**config.mk**
```make
export PLATFORM = sky130hd
export DESIGN_NAME = incremental_angle_output_encoder
export DESIGN_NICKNAME = d
export VERILOG_FILES = /design/src/encoder_pkg.sv /design/src/incremental_angle_output_encoder.sv /design/src/angle_stepper.sv /design/src/pin_mux.sv
export SDC_FILE = /design/constraint.sdc
export NUM_CORES = 1
export LEC_CHECK = 0
export BUFFER_PORTS_ARGS = -buffer_cell sky130_fd_sc_hd__buf_2
export CAP_MARGIN = 20
export CORE_ASPECT_RATIO = 1.1
export CORE_MARGIN = 1
export CORE_UTILIZATION = 60
export DETAILED_ROUTE_END_ITERATION = 8
export PLACE_DENSITY = 0.78
export RECOVER_POWER = 25
export SETUP_SLACK_MARGIN = 0.2
export SYNTH_ARGS = -nofsm -noshare
export SYNTH_HDL_FRONTEND = slang
export SYNTH_SLANG_ARGS = --single-unit
```
**constraint.sdc**
```tcl
create_clock -name clk -period 11.95 [get_ports clk]
set_input_delay 1.195 -clock clk [delete_from_list [all_inputs] [get_ports clk]]
set_output_delay 1.195 -clock clk [all_outputs]
set_load 0.05 [all_outputs]
```
**src/encoder_pkg.sv**
```systemverilog
/*
 Shared constants and carriers for the incremental angle output encoder.
 Assumes a 12-bit absolute angle word arrives from the sensing front end.
*/
package encoder_pkg;
	localparam int ANGLE_BITS = 12;
	localparam int RES_MIN = 8;
	localparam int RES_MAX = 12;
	localparam logic [3:0] RES_RESET = 4'hC;
	localparam logic [11:0] ZERO_RESET = 12'h000;

	// Pulses per rotation selections for commutation
	typedef enum logic [1:0] {
		POLES_2,
		POLES_4,
		POLES_6,
		POLES_16
	} pole_sel_e;

	// Output type selection
	typedef enum logic [1:0] {
		QUADRATURE_OUTPUT_TYPE,
		COMMUTATION_OUTPUT_TYPE,
		PULSE_DIRECTION_OUTPUT_TYPE
	} out_type_e;

	// Option variants
	typedef enum logic [1:0] {
		OPT_DEFAULT,
		OPT_LINEAR,
		OPT_FULL_TURN
	} option_e;

	// Static configuration of the output stage
	typedef struct packed {
		out_type_e out_type;
		logic [3:0] res_bits;
		logic [11:0] zero_angle;
		pole_sel_e poles;
		option_e option;
	} enc_cfg_s;

	// Three output pins: pin8, pin7, pin5
	typedef struct packed {
		logic pin8;
		logic pin7;
		logic pin5;
	} pins_s;

	localparam logic [1:0] GRAY_RESET = 2'h0;
	localparam logic [2:0] HALL_RESET = 3'h1;
endpackage : encoder_pkg

```
**src/incremental_angle_output_encoder.sv**
```systemverilog
/*
 Incremental output stage: quadrature, step/direction and commutation outputs
 derived from a measured angle. Assumes angle_in is a 12-bit word from an
 asynchronous front end and mode_pin comes from a pin.
*/
`timescale 1ns/1ps
`default_nettype none
// Contract
// - Clockwise: first phase leads second by a quarter cycle (one LSB).
// - Counter-clockwise: second phase leads first by a quarter cycle.
// - Marker pulse at programmed zero angle, one LSB wide.
// - Exactly one marker pulse per full rotation.
// - Step/direction: one LSB step pulse per resolution increment; step_q follows pos[0], so one pulse per two increments.
// - Step/direction: sense output shows rotation direction.
// - Step/direction: index equals quadrature marker timing and width.
// - Commutation: three phases 120 electrical degrees apart.
// - Commutation pulses per rotation: 2, 4, 6 or 16; the 16 setting uses 24 sectors, the rate for 8.
// - Four pulses swaps phase one and phase three pins.
// - Mode pin low runs outputs, high selects configuration mode.
// - Config mode: data on pin 8, clock on pin 7.
// - Resolution 8 to 12 bits defines one LSB.
// - Three output types, exactly one drives the pins.
// - Options: default, linear output, full 360-degree detection.
module incremental_angle_output_encoder
	import encoder_pkg::*;
(
	input wire logic clk,
	input wire logic rst,
	input wire logic mode_pin,
	input wire logic [ANGLE_BITS-1:0] angle_in,
	input wire encoder_pkg::enc_cfg_s cfg,
	input wire logic sda_drive_low,
	input wire logic scl_drive_low,
	output encoder_pkg::pins_s pins_out,
	output logic pin8_oe_n,
	output logic pin7_oe_n,
	output logic cfg_mode,
	output logic linear_enable,
	output logic full_turn_detect
);
	import encoder_pkg::*;

	logic [ANGLE_BITS-1:0] angle_s1;
	logic [ANGLE_BITS-1:0] angle_s2;
	logic mode_s1;
	logic mode_s2;
	logic [ANGLE_BITS-1:0] rel_angle;
	logic [ANGLE_BITS-1:0] scaled;
	logic [ANGLE_BITS-1:0] pos;
	logic step_ev;
	logic cw;
	logic [1:0] gray;
	logic marker;
	logic step_q;
	logic dir_q;
	logic [2:0] hall;
	logic [4:0] sector_count;
	logic [ANGLE_BITS+4:0] sec_prod;
	logic [4:0] sector;
	pins_s func_pins;
	logic [3:0] res_eff;

	// Two-stage synchronisers for the pin and the front-end angle
	always_ff @(posedge clk or posedge rst) begin
		if (rst) begin
			angle_s1 <= '0;
			angle_s2 <= '0;
			mode_s1 <= 1'b0;
			mode_s2 <= 1'b0;
		end else begin
			angle_s1 <= angle_in;
			angle_s2 <= angle_s1;
			mode_s1 <= mode_pin;
			mode_s2 <= mode_s1;
		end
	end

	// Out-of-range resolution falls back to RES_RESET (12 bits)
	always_comb begin
		if (cfg.res_bits < 4'(RES_MIN) || cfg.res_bits > 4'(RES_MAX)) begin
			res_eff = RES_RESET;
		end else begin
			res_eff = cfg.res_bits;
		end
	end

	// Angle relative to the programmed zero, truncated to the resolution
	assign rel_angle = angle_s2 - cfg.zero_angle;
	assign scaled = rel_angle >> (4'(RES_MAX) - res_eff);

	angle_stepper #(
		.WIDTH(ANGLE_BITS)
	) u_stepper (
		.clk(clk),
		.rst(rst),
		.target(scaled),
		.res(res_eff),
		.pos(pos),
		.step(step_ev),
		.cw(cw)
	);

	// Gray quadrature counter follows the tracked position
	always_ff @(posedge clk or posedge rst) begin
		if (rst) begin
			gray <= GRAY_RESET;
		end else if (step_ev) begin
			if (cw) begin
				gray <= {~gray[0], gray[1]};
			end else begin
				gray <= {gray[0], ~gray[1]};
			end
		end
	end

	// Marker high while tracked position sits at zero: one LSB, once per turn
	always_ff @(posedge clk or posedge rst) begin
		if (rst) begin
			marker <= 1'b0;
		end else begin
			marker <= (pos == '0);
		end
	end

	// Step pulse is one LSB wide: toggles high on odd positions
	always_ff @(posedge clk or posedge rst) begin
		if (rst) begin
			step_q <= 1'b0;
			dir_q <= 1'b1;
		end else begin
			step_q <= pos[0];
			dir_q <= cw;
		end
	end

	// Commutation sectors per rotation
	always_comb begin
		unique case (cfg.poles)
			POLES_2: sector_count = 5'h06;
			POLES_4: sector_count = 5'h0C;
			POLES_6: sector_count = 5'h12;
			POLES_16: sector_count = 5'h18;
		endcase
	end

	// Sector index from the full-resolution relative angle
	assign sec_prod = {5'h00, rel_angle} * {12'h000, sector_count};
	assign sector = sec_prod[ANGLE_BITS+4:ANGLE_BITS];

	// Six-step pattern, phases 120 electrical degrees apart
	always_ff @(posedge clk or posedge rst) begin
		if (rst) begin
			hall <= HALL_RESET;
		end else begin
			unique case (5'(sector % 5'h06))
				5'h00: hall <= 3'b101;
				5'h01: hall <= 3'b100;
				5'h02: hall <= 3'b110;
				5'h03: hall <= 3'b010;
				5'h04: hall <= 3'b011;
				default: hall <= 3'b001;
			endcase
		end
	end

	// Select the one active output type
	always_comb begin
		unique case (cfg.out_type)
			COMMUTATION_OUTPUT_TYPE: begin
				if (cfg.poles == POLES_4) begin
					func_pins = '{pin8: hall[0], pin7: hall[1], pin5: hall[2]};
				end else begin
					func_pins = '{pin8: hall[2], pin7: hall[1], pin5: hall[0]};
				end
			end
			PULSE_DIRECTION_OUTPUT_TYPE: func_pins = '{pin8: step_q, pin7: dir_q,
				pin5: marker};
			default: func_pins = '{pin8: gray[1], pin7: gray[0], pin5: marker};
		endcase
	end

	pin_mux u_mux (
		.clk(clk),
		.rst(rst),
		.cfg_mode(mode_s2),
		.func_pins(func_pins),
		.sda_drive_low(sda_drive_low),
		.scl_drive_low(scl_drive_low),
		.pins_out(pins_out),
		.pin8_oe_n(pin8_oe_n),
		.pin7_oe_n(pin7_oe_n)
	);

	// Mode and option status flags
	always_ff @(posedge clk or posedge rst) begin
		if (rst) begin
			cfg_mode <= 1'b0;
			linear_enable <= 1'b0;
			full_turn_detect <= 1'b0;
		end else begin
			cfg_mode <= mode_s2;
			linear_enable <= (cfg.option == OPT_LINEAR);
			full_turn_detect <= (cfg.option == OPT_FULL_TURN);
		end
	end

	a_quad_one_bit: assert property (@(posedge clk) disable iff (rst)
		!$stable(gray) |-> $countones(gray ^ $past(gray)) == 1)
		else $error("quadrature changed two phases");
	a_quad_cw_order: assert property (@(posedge clk) disable iff (rst)
		step_ev && cw |=> gray == {~$past(gray[0]), $past(gray[1])})
		else $error("clockwise phase order wrong");
	a_quad_ccw_order: assert property (@(posedge clk) disable iff (rst)
		step_ev && !cw |=> gray == {$past(gray[0]), ~$past(gray[1])})
		else $error("counter-clockwise phase order wrong");
	a_marker_zero: assert property (@(posedge clk) disable iff (rst)
		pos == '0 |=> marker)
		else $error("marker missing at zero");
	a_marker_once: assert property (@(posedge clk) disable iff (rst)
		marker && $past(pos) != '0 |-> 1'b0)
		else $error("marker away from zero");
	a_step_width: assert property (@(posedge clk) disable iff (rst)
		step_q |-> $past(pos[0]))
		else $error("step pulse misplaced");
	a_dir_follow: assert property (@(posedge clk) disable iff (rst)
		step_ev |=> dir_q == $past(cw))
		else $error("direction not following");
	a_hall_valid: assert property (@(posedge clk) disable iff (rst)
		hall != 3'b000 && hall != 3'b111)
		else $error("illegal commutation code");
	a_cfg_release: assert property (@(posedge clk) disable iff (rst)
		mode_s2 && !sda_drive_low |=> pin8_oe_n)
		else $error("data pin not released");
endmodule : incremental_angle_output_encoder
`default_nettype wire

```
**src/angle_stepper.sv**
```systemverilog
/*
 Steps a tracked angle one LSB at a time toward the measured angle.
 Assumes the measured angle is synchronous to clk and already scaled.
*/
`timescale 1ns/1ps
`default_nettype none
module angle_stepper #(
	parameter int WIDTH = 12
) (
	input wire logic clk,
	input wire logic rst,
	input wire logic [WIDTH-1:0] target,
	input wire logic [3:0] res,
	output logic [WIDTH-1:0] pos,
	output logic step,
	output logic cw
);
	logic [WIDTH-1:0] diff;
	logic [WIDTH-1:0] mask;
	logic neg;

	// Difference wraps at the active resolution, so the shortest way is found
	assign mask = {WIDTH{1'b1}} >> (4'(WIDTH) - res);
	assign diff = (target - pos) & mask;
	assign neg = diff > (mask >> 1);

	// One LSB per clock toward the target
	always_ff @(posedge clk or posedge rst) begin
		if (rst) begin
			pos <= '0;
			step <= 1'b0;
			cw <= 1'b1;
		end else if (diff != '0) begin
			step <= 1'b1;
			cw <= ~neg;
			pos <= (neg ? pos - 1'b1 : pos + 1'b1) & mask;
		end else begin
			step <= 1'b0;
		end
	end
endmodule : angle_stepper
`default_nettype wire

```
**src/pin_mux.sv**
```systemverilog
/*
 Registered pin multiplexer with configuration-mode two-wire reuse.
 Assumes all inputs are synchronous to clk.
*/
`timescale 1ns/1ps
`default_nettype none
module pin_mux
	import encoder_pkg::*;
(
	input wire logic clk,
	input wire logic rst,
	input wire logic cfg_mode,
	input wire encoder_pkg::pins_s func_pins,
	input wire logic sda_drive_low,
	input wire logic scl_drive_low,
	output encoder_pkg::pins_s pins_out,
	output logic pin8_oe_n,
	output logic pin7_oe_n
);
	// Config mode releases pins 8/7 as open-drain data and clock
	always_ff @(posedge clk or posedge rst) begin
		if (rst) begin
			pins_out <= '0;
			pin8_oe_n <= 1'b0;
			pin7_oe_n <= 1'b0;
		end else if (cfg_mode) begin
			pins_out <= {1'b0, 1'b0, 1'b0};
			pin8_oe_n <= ~sda_drive_low;
			pin7_oe_n <= ~scl_drive_low;
		end else begin
			pins_out <= func_pins;
			pin8_oe_n <= 1'b0;
			pin7_oe_n <= 1'b0;
		end
	end
endmodule : pin_mux
`default_nettype wire

```
==> impl_results.md, run 1 <==
- Post-CTS setup buffers: 0
- CTS root buf: clkbuf_8
- Design area: 6117 sq um
- Post-DP Area: 6001 sq um
- Max Slew Vio Count: 0
- Achievable frequency: about 0.11 GHz
- TritonCTS clock tree: done
- Worst reg2reg startpoint: angle_s2[0]
- Post-route ant nets: 0
- Routed wire per std cell: 15.86 um
- Layout Nets: 818
- EDFF count, synth: 0
- Pin count of the biggest net entering global routing: 57
- # resized after CTS: 0
- WP data arrival: about 9.3 ns
- Library cells used by synthesis: 64
- Hold path start: angle_s1[0]
- Iter 0 DRT Violations: 198
- Remaining DRCs: 0
- Synth Instances: 640
- Worst slack at placement: between 2 and 3 ns
- Setup violators final: 0
- I/O pins: 47
- Setup tns final: 0 ns
- Worst slew pin tran: 0.9703 ns
- Synth Flop Type: dfrtp_1
- Ys Warns: 0
- First-pass GRT wire length: 21,250 um
- Switching Share: 0.4952
- Hold Crit Class: reg -> reg
- Worst-path clk slew: 0.11 ns
- Num CTS Buffers: 5
- Via/cell ratio: about 5.9
- Worst path required time: 12.16 ns
- Die H: ~100 um
- Sink Count: 56
- Htree depth: 2
- FILL cells: 753
- GPL Wtd Cong: 0.9472
- Peak supply drop: 0.3626 mV
- Logic pwr share: 0.773
- Die extent in x: 94.92 um
- Die area: 9891 sq um
- CP most frequent cell: a211oi_1
- Mapped Avg Cell Area: 8.903 sq um
- Sequential share of power: 0.165
- Switching pwr: 0.8542 mW
- Clk buf depth: 2
- Hold Crit Depth: 0
- I/O Buffers: between 40 and 50
- CP Class: in -> reg
- RSZ-0062 raised after global routing: false
- Starting density of the core: 0.6294
- WHS: 0.3555 ns
- Largest fanout on the critical path: 12
- Syn-to-layout area delta: 7.356%
- Register area share after synthesis: 0.2466
- Final min period: 9.100 ns
- P_int: 0.8706 mW
- Final Worst Setup Slack: about 2.8 ns
- Post-route clock period utilization: 0.7615
- Post-synthesis cell area: 5698 sq um
- Clock Latency Late Sink: a little over 0.3 ns
- DRT Pass-1 Iters: 4
- CP Capture Type: flip-flop
- Share of layout cells above drive strength 1: 0.1219
- Grt ovf: 0
- Worst clock skew: 0.01226 ns
- Core Box Area: between 9000 and 10,000 sq um
- Via Count: 4,702
- Routed wire length: between 10,000 and 15,000 um
- Vias in the first global route: ~4.7k
- Num rows: 36
- Asr flop ratio synth: 1.000
- Crit-path slowest cell: a211oi_1
- Number of max-cap violations: 0
- Crit-path max cell delay: 0.62 ns
- Initial antenna violation count: 0
- GRT Resource Usage Total: 0.2701
- FF+latch count, synth: 56
- Antenna Cells: 0
- Dpl hpwl: 10,350 um
- Worst Reg-to-Reg Cells: 37
- Fin. Hold Viols: 0
- Outcome: finished, final reports clean
- Hold Buf Count CTS: 0
- Leakage: 3.000 nW
- Power Density: between 200 and 300 nW/um^2
- CP Launch Type: input pin
- CP startpoint: cfg[4]
- Slew Limit Headroom: 0.3503
- Clock share of power: 0.062
==> layout make-up <==
class                      instances  area (sq um)  area share
clock buffer                       5         68.82     0.01125
clock inverter                     3         27.53    0.004500
inverter                          62         232.7     0.03804
multi-input combinational        508          3990      0.6523
sequential                        56          1405      0.2297
tap                              114         142.6     0.02332
timing repair buffer              47         250.2     0.04091
==> metrics by stage <==
| stage | utilization | power (mW) | instances |
|---|---|---|---|
| floorplan | - | 1.345 | 642 |
| global placement | 0.6628 | 1.538 | 786 |
| detailed placement | 0.6628 | 1.600 | 786 |
| CTS | 0.6734 | 1.713 | 794 |
| global route | 0.6757 | 1.918 | 795 |
| finish | 0.6757 | 1.725 | 795 |
==> power groups by stage <==
stage          Combinational (mW)  Clock, mW  Sequential [mW]
2_1_floorplan                1.07          0            0.279
3_3_place_gp                 1.25          0            0.285
3_5_place_dp                 1.31          0            0.288
4_1_cts                      1.32      0.109            0.285
5_1_grt                      1.51      0.118            0.289
6_report                     1.33      0.107            0.284
==> placed cells by master (no fill, tap or decap), drive strengths merged, types with 5 or more instances in the layout <==
cell type and count:
a211oi 13, a21o 9, a21oi 41, a31oi 6, and2 11, and3 6, buf 47, clkbuf 5
dfrtp 53, fa 23, ha 76, inv 63, mux2 10, mux2i 19, nand2 36, nand2b 15
nand3 9, nor2 63, nor2b 12, nor3 19, nor4 9, o211ai 8, o21a 14, o21ai 30
or3 5, xnor2 18, xor2 8
==> synthesized netlist by cell type, drive strengths merged (8+ instances only) <==
master  instances  area share
nand2b         15       0.017
a21oi          41       0.038
ha             76        0.17
a211oi         13       0.017
mux2i          19       0.033
nor2b          12       0.014
o211ai          8       0.011
xor2            8       0.012
nor4            9      0.0099
nand3           9      0.0079
and2           11       0.012
nand2          36       0.024
nor2           63       0.042
xnor2          18       0.029
dfrtp          53        0.23
inv            62       0.041
mux2           10       0.022
clkbuf         15       0.010
fa             23       0.081
a21o            9       0.012
nor3           19       0.017
o21ai          30       0.026
o21a           14       0.018
==> final timing paths <==
| kind | slack, ns | to |
|---|---|---|
| max | 2.85 | u_stepper.pos[11] |
| min | 0.36 | angle_s2[0] |
| max reg2reg | 3.43 | u_stepper.pos[11] |
| min reg2reg | 0.36 | angle_s2[0] |
| max in group asynchronous | 10.54 | angle_s1[6] |
| min in group asynchronous | 0.88 | u_stepper.pos[5] |
==> sequential cells by signal (all words and copies together), names as in the netlist <==
signal            flops
angle_s1             12
angle_s2             12
cfg_mode              1
dir_q                 1
full_turn_detect      1
gray                  2
hall                  3
linear_enable         1
marker                1
mode_s1               1
mode_s2               1
step_q                1
u_mux.pin7_oe_n       1
u_mux.pin8_oe_n       1
u_mux.pins_out        3
u_stepper.cw          1
u_stepper.pos        12
u_stepper.step        1
==> worst max-delay path: cells and delay by family <==
family	cells	cell delay, ns
compound gates	19	4.44
fa+ha+maj	6	2.10
simple gates	8	0.91
mux	3	0.53
buf+inv	1	0.11
==> per-layer routing <==
layer	vias to the layer above	GRT usage	routed length [um]
li1	2326	-	-
met3	27	0.03582	386
met1	2258	0.3197	5320
met5	-	0	0
met4	0	0.09091	365
met2	91	0.4908	6535
==> logic make-up after synthesis <==
kind of cell    Yosys count  share of synthesized area
xor+xnor                 26                    0.04128
flops                    56                     0.2466
mux                      30                    0.05907
compound gates          152                     0.1783
fa+ha+maj               100                     0.2495
other cells               2                   0.001318
simple gates            196                     0.1695
buf+inv                  78                    0.05446
(Power assumes the default switching activity.)
==> run 2: changes to the inputs <==
Settings changed: CORE_UTILIZATION 60 to 56, PLACE_DENSITY 0.78 to 0.76.
Clock period 11.95 ns to 8.1 ns, I/O delays scaled along.
==> run 2 against run 1 <==
Effect of this change:
- the flow now finishes with violations (DRC)
- flip-flop and latch count unchanged
- critical path type unchanged
- clock power increased by 48%
- combinational power increased by 68%
- count of clock-buffer cells in the layout unchanged
- largest cell class unchanged
==> impl_results.md, run 2 (same netlist as run 1, synthesis figures left out) <==
- Outcome: complete, but fails checks (was finished, final reports clean)
- Violated checks: DRC
- Iter 0 DRT Violations: 323 (was 198)
- Num rows: 38 (was 36)
- Antenna Cells: 0 (unchanged)
- Htree depth: 2 (unchanged)
- Most frequent cells in the layout: ha_1, nor2_1, inv_1 (unchanged)
- Logic pwr share: 0.795 (was 0.773)
- Peak supply drop: 0.5717 mV (was 0.3626 mV)
- Share of layout cells above drive strength 1: 0.1975 (was 0.1219)
- Placed Instances: 810 (was 786)
- Commonest non-fill, non-tap cell in the layout: ha_1 (unchanged)
- Top Registers: angle_s1: 12 flops, angle_s2: 12 flops, u_stepper.pos: 12 flops (unchanged)
- I/O Buffers: 46 (unchanged)
- Clock share of power: 0.056 (was 0.062)
- Slew Limit Headroom: 0.3648 (was 0.3503)
- Design area: 6450 sq um (was 6117 sq um)
- P_int: 1.451 mW (was 0.8706 mW)
- Clk buf depth: 2 (unchanged)
- Worst clock skew: 0.01165 ns (was 0.01226 ns)
- CTS root buf: clkbuf_8 (unchanged)
- I/O pins: 47 (unchanged)
- Layout Utilization: 0.6522 (was 0.6757)
- Grt ovf: 0 (unchanged)
- Die H: 107.8 um (was 104.2 um)
- Hold Crit Class: reg -> reg (unchanged)
- Final Worst Setup Slack: 0.5710 ns (was 2.850 ns)
- Routed wire per std cell: 16.09 um (was 15.86 um)
- CP Capture Type: flip-flop (unchanged)
- Switching Share: 0.4861 (was 0.4952)
- Post-route ant nets: 0 (unchanged)
- Leakage: 3.142 nW (was 3.000 nW)
- Core Box Area: 9889 sq um (was 9054 sq um)
- Pin count of the biggest net entering global routing: 57 (unchanged)
- Layout Nets: 846 (was 818)
- Switching pwr: 1.372 mW (was 0.8542 mW)
- RSZ-0062 raised after global routing: false (unchanged)
- Number of max-cap violations: 0 (unchanged)
- Initial antenna violation count: 0 (unchanged)
- Dpl hpwl: 10,470 um (was 10,350 um)
- GRT Resource Usage Total: 0.2483 (was 0.2701)
- Power Density: 437.6 nW/um^2 (was 282.0 nW/um^2)
- Sink Count: 56 (unchanged)
- WP data arrival: 7.73 ns (was 9.31 ns)
- Crit-path max cell delay: 0.55 ns (was 0.62 ns)
- Non-filler cells, final: 829 (was 795)
- CP Class: in -> reg (unchanged)
- Worst-path clk slew: 0.11 ns (about the same)
- Via/cell ratio: 5.895 (was 5.914)
- Setup violators final: 0 (unchanged)
- Syn-to-layout area delta: 13.20% (was 7.356%)
- Num CTS Buffers: 5 (unchanged)
- DRT Pass-1 Iters: 9 (was 4)
- WHS: 0.3436 ns (was 0.3555 ns)
- TritonCTS clock tree: done (unchanged)
- GPL Wtd Cong: 0.9091 (was 0.9472)
- Achievable frequency: ~0.13 GHz
- Max Slew Vio Count: 0 (unchanged)
- Worst slack at placement: -0.07698 ns (was 2.652 ns)
- Vias in the first global route: 4,757 (was 4,699)
- Post-route clock period utilization: 0.9295
- Fin. Hold Viols: 0 (unchanged)
- Crit-path slowest cell: or4_4 (was a211oi_1)
- Starting density of the core: 0.5762 (was 0.6294)
- Clock Latency Late Sink: 0.31 ns (about the same)
- Die area: 10,580 sq um (was 9891 sq um)
- Post-DP Area: 6143 sq um (was 6001 sq um)
- Final min period: 7.529 ns
- Via Count: 4,887 (was 4,702)
- Die extent in x: 98.18 um (was 94.92 um)
- Worst path required time: 8.30 ns (was 12.16 ns)
- CP Launch Type: input pin (unchanged)
- Worst slew pin tran: 0.9486 ns (was 0.9703 ns)
- Remaining DRCs: 3 (was 0)
- Routed wire length: 13,340 um (was 12,610 um)
- First-pass GRT wire length: 21,210 um (was 21,250 um)
- Largest fanout on the critical path: 7 (was 12)
- Sequential share of power: 0.149 (was 0.165)
## run 2: per-stage QoR
step | power (mW) | TNS [ns]
finish | 2.823 | 0
global placement | 2.351 | 0
detailed placement | 2.448 | -0.1408
floorplan | 1.984 | 0
CTS | 2.623 | 0
global route | 3.092 | 0
## run 2: path summary, 6_finish.rpt
check,startpoint,endpoint,slack [ns],depth (start not counted)
worst min register to register,angle_s1[0],angle_s2[0],0.34,0
max in group asynchronous,rst,gray[1],6.96,3
worst min-delay path,angle_s1[0],angle_s2[0],0.34,0
worst max register to register,angle_s2[0],u_stepper.pos[11],0.79,37
worst max-delay path,cfg[9],u_stepper.pos[11],0.57,37
min in group asynchronous,rst,u_stepper.pos[0],0.66,3
## run 2: layer usage
layer,up-vias,GRT usage,routed length [um]
li1,2382,-,-
met1,2334,0.3035,5600
met2,140,0.4598,6862
met3,31,0.02468,534
met4,0,0.07676,342
met5,-,0,0
## run 2: worst max-delay path: cells and delay by family
| kind | cells | cell delay [ns] |
|---|---|---|
| buffers and inverters | 3 | 0.26 |
| AO/OA/AOI/OAI | 17 | 3.11 |
| AND/OR/NAND/NOR | 9 | 1.47 |
| adder cells (fa/ha/maj) | 5 | 1.53 |
| multiplexers | 3 | 0.53 |
## run 2: layout make-up
| type | instances | area (sq um) |
|---|---|---|
| Clock buffer | 5 | 68.82 |
| Inverter | 62 | 232.7 |
| Fill cell | 814 | 3440 |
| Clock inverter | 3 | 27.53 |
| Tap cell | 120 | 150.1 |
| Timing Repair Buffer | 75 | 447.9 |
| Multi-Input combinational cell | 508 | 4118 |
| Sequential cell | 56 | 1405 |
## run 2: timing repair
action,CTS,global route
hold buffers,0,0
setup endpoints to repair,0,7
gates resized for setup,0,39
buffers inserted,0,11
## run 2: power by group through the flow
stage / Sequential (mW) / Combinational, mW / Clock, mW
2_1_floorplan: 0.412 / 1.57 / 0
3_3_place_gp: 0.421 / 1.93 / 0
3_5_place_dp: 0.425 / 2.02 / 0
4_1_cts: 0.418 / 2.04 / 0.163
5_1_grt: 0.427 / 2.50 / 0.171
6_report: 0.421 / 2.24 / 0.158
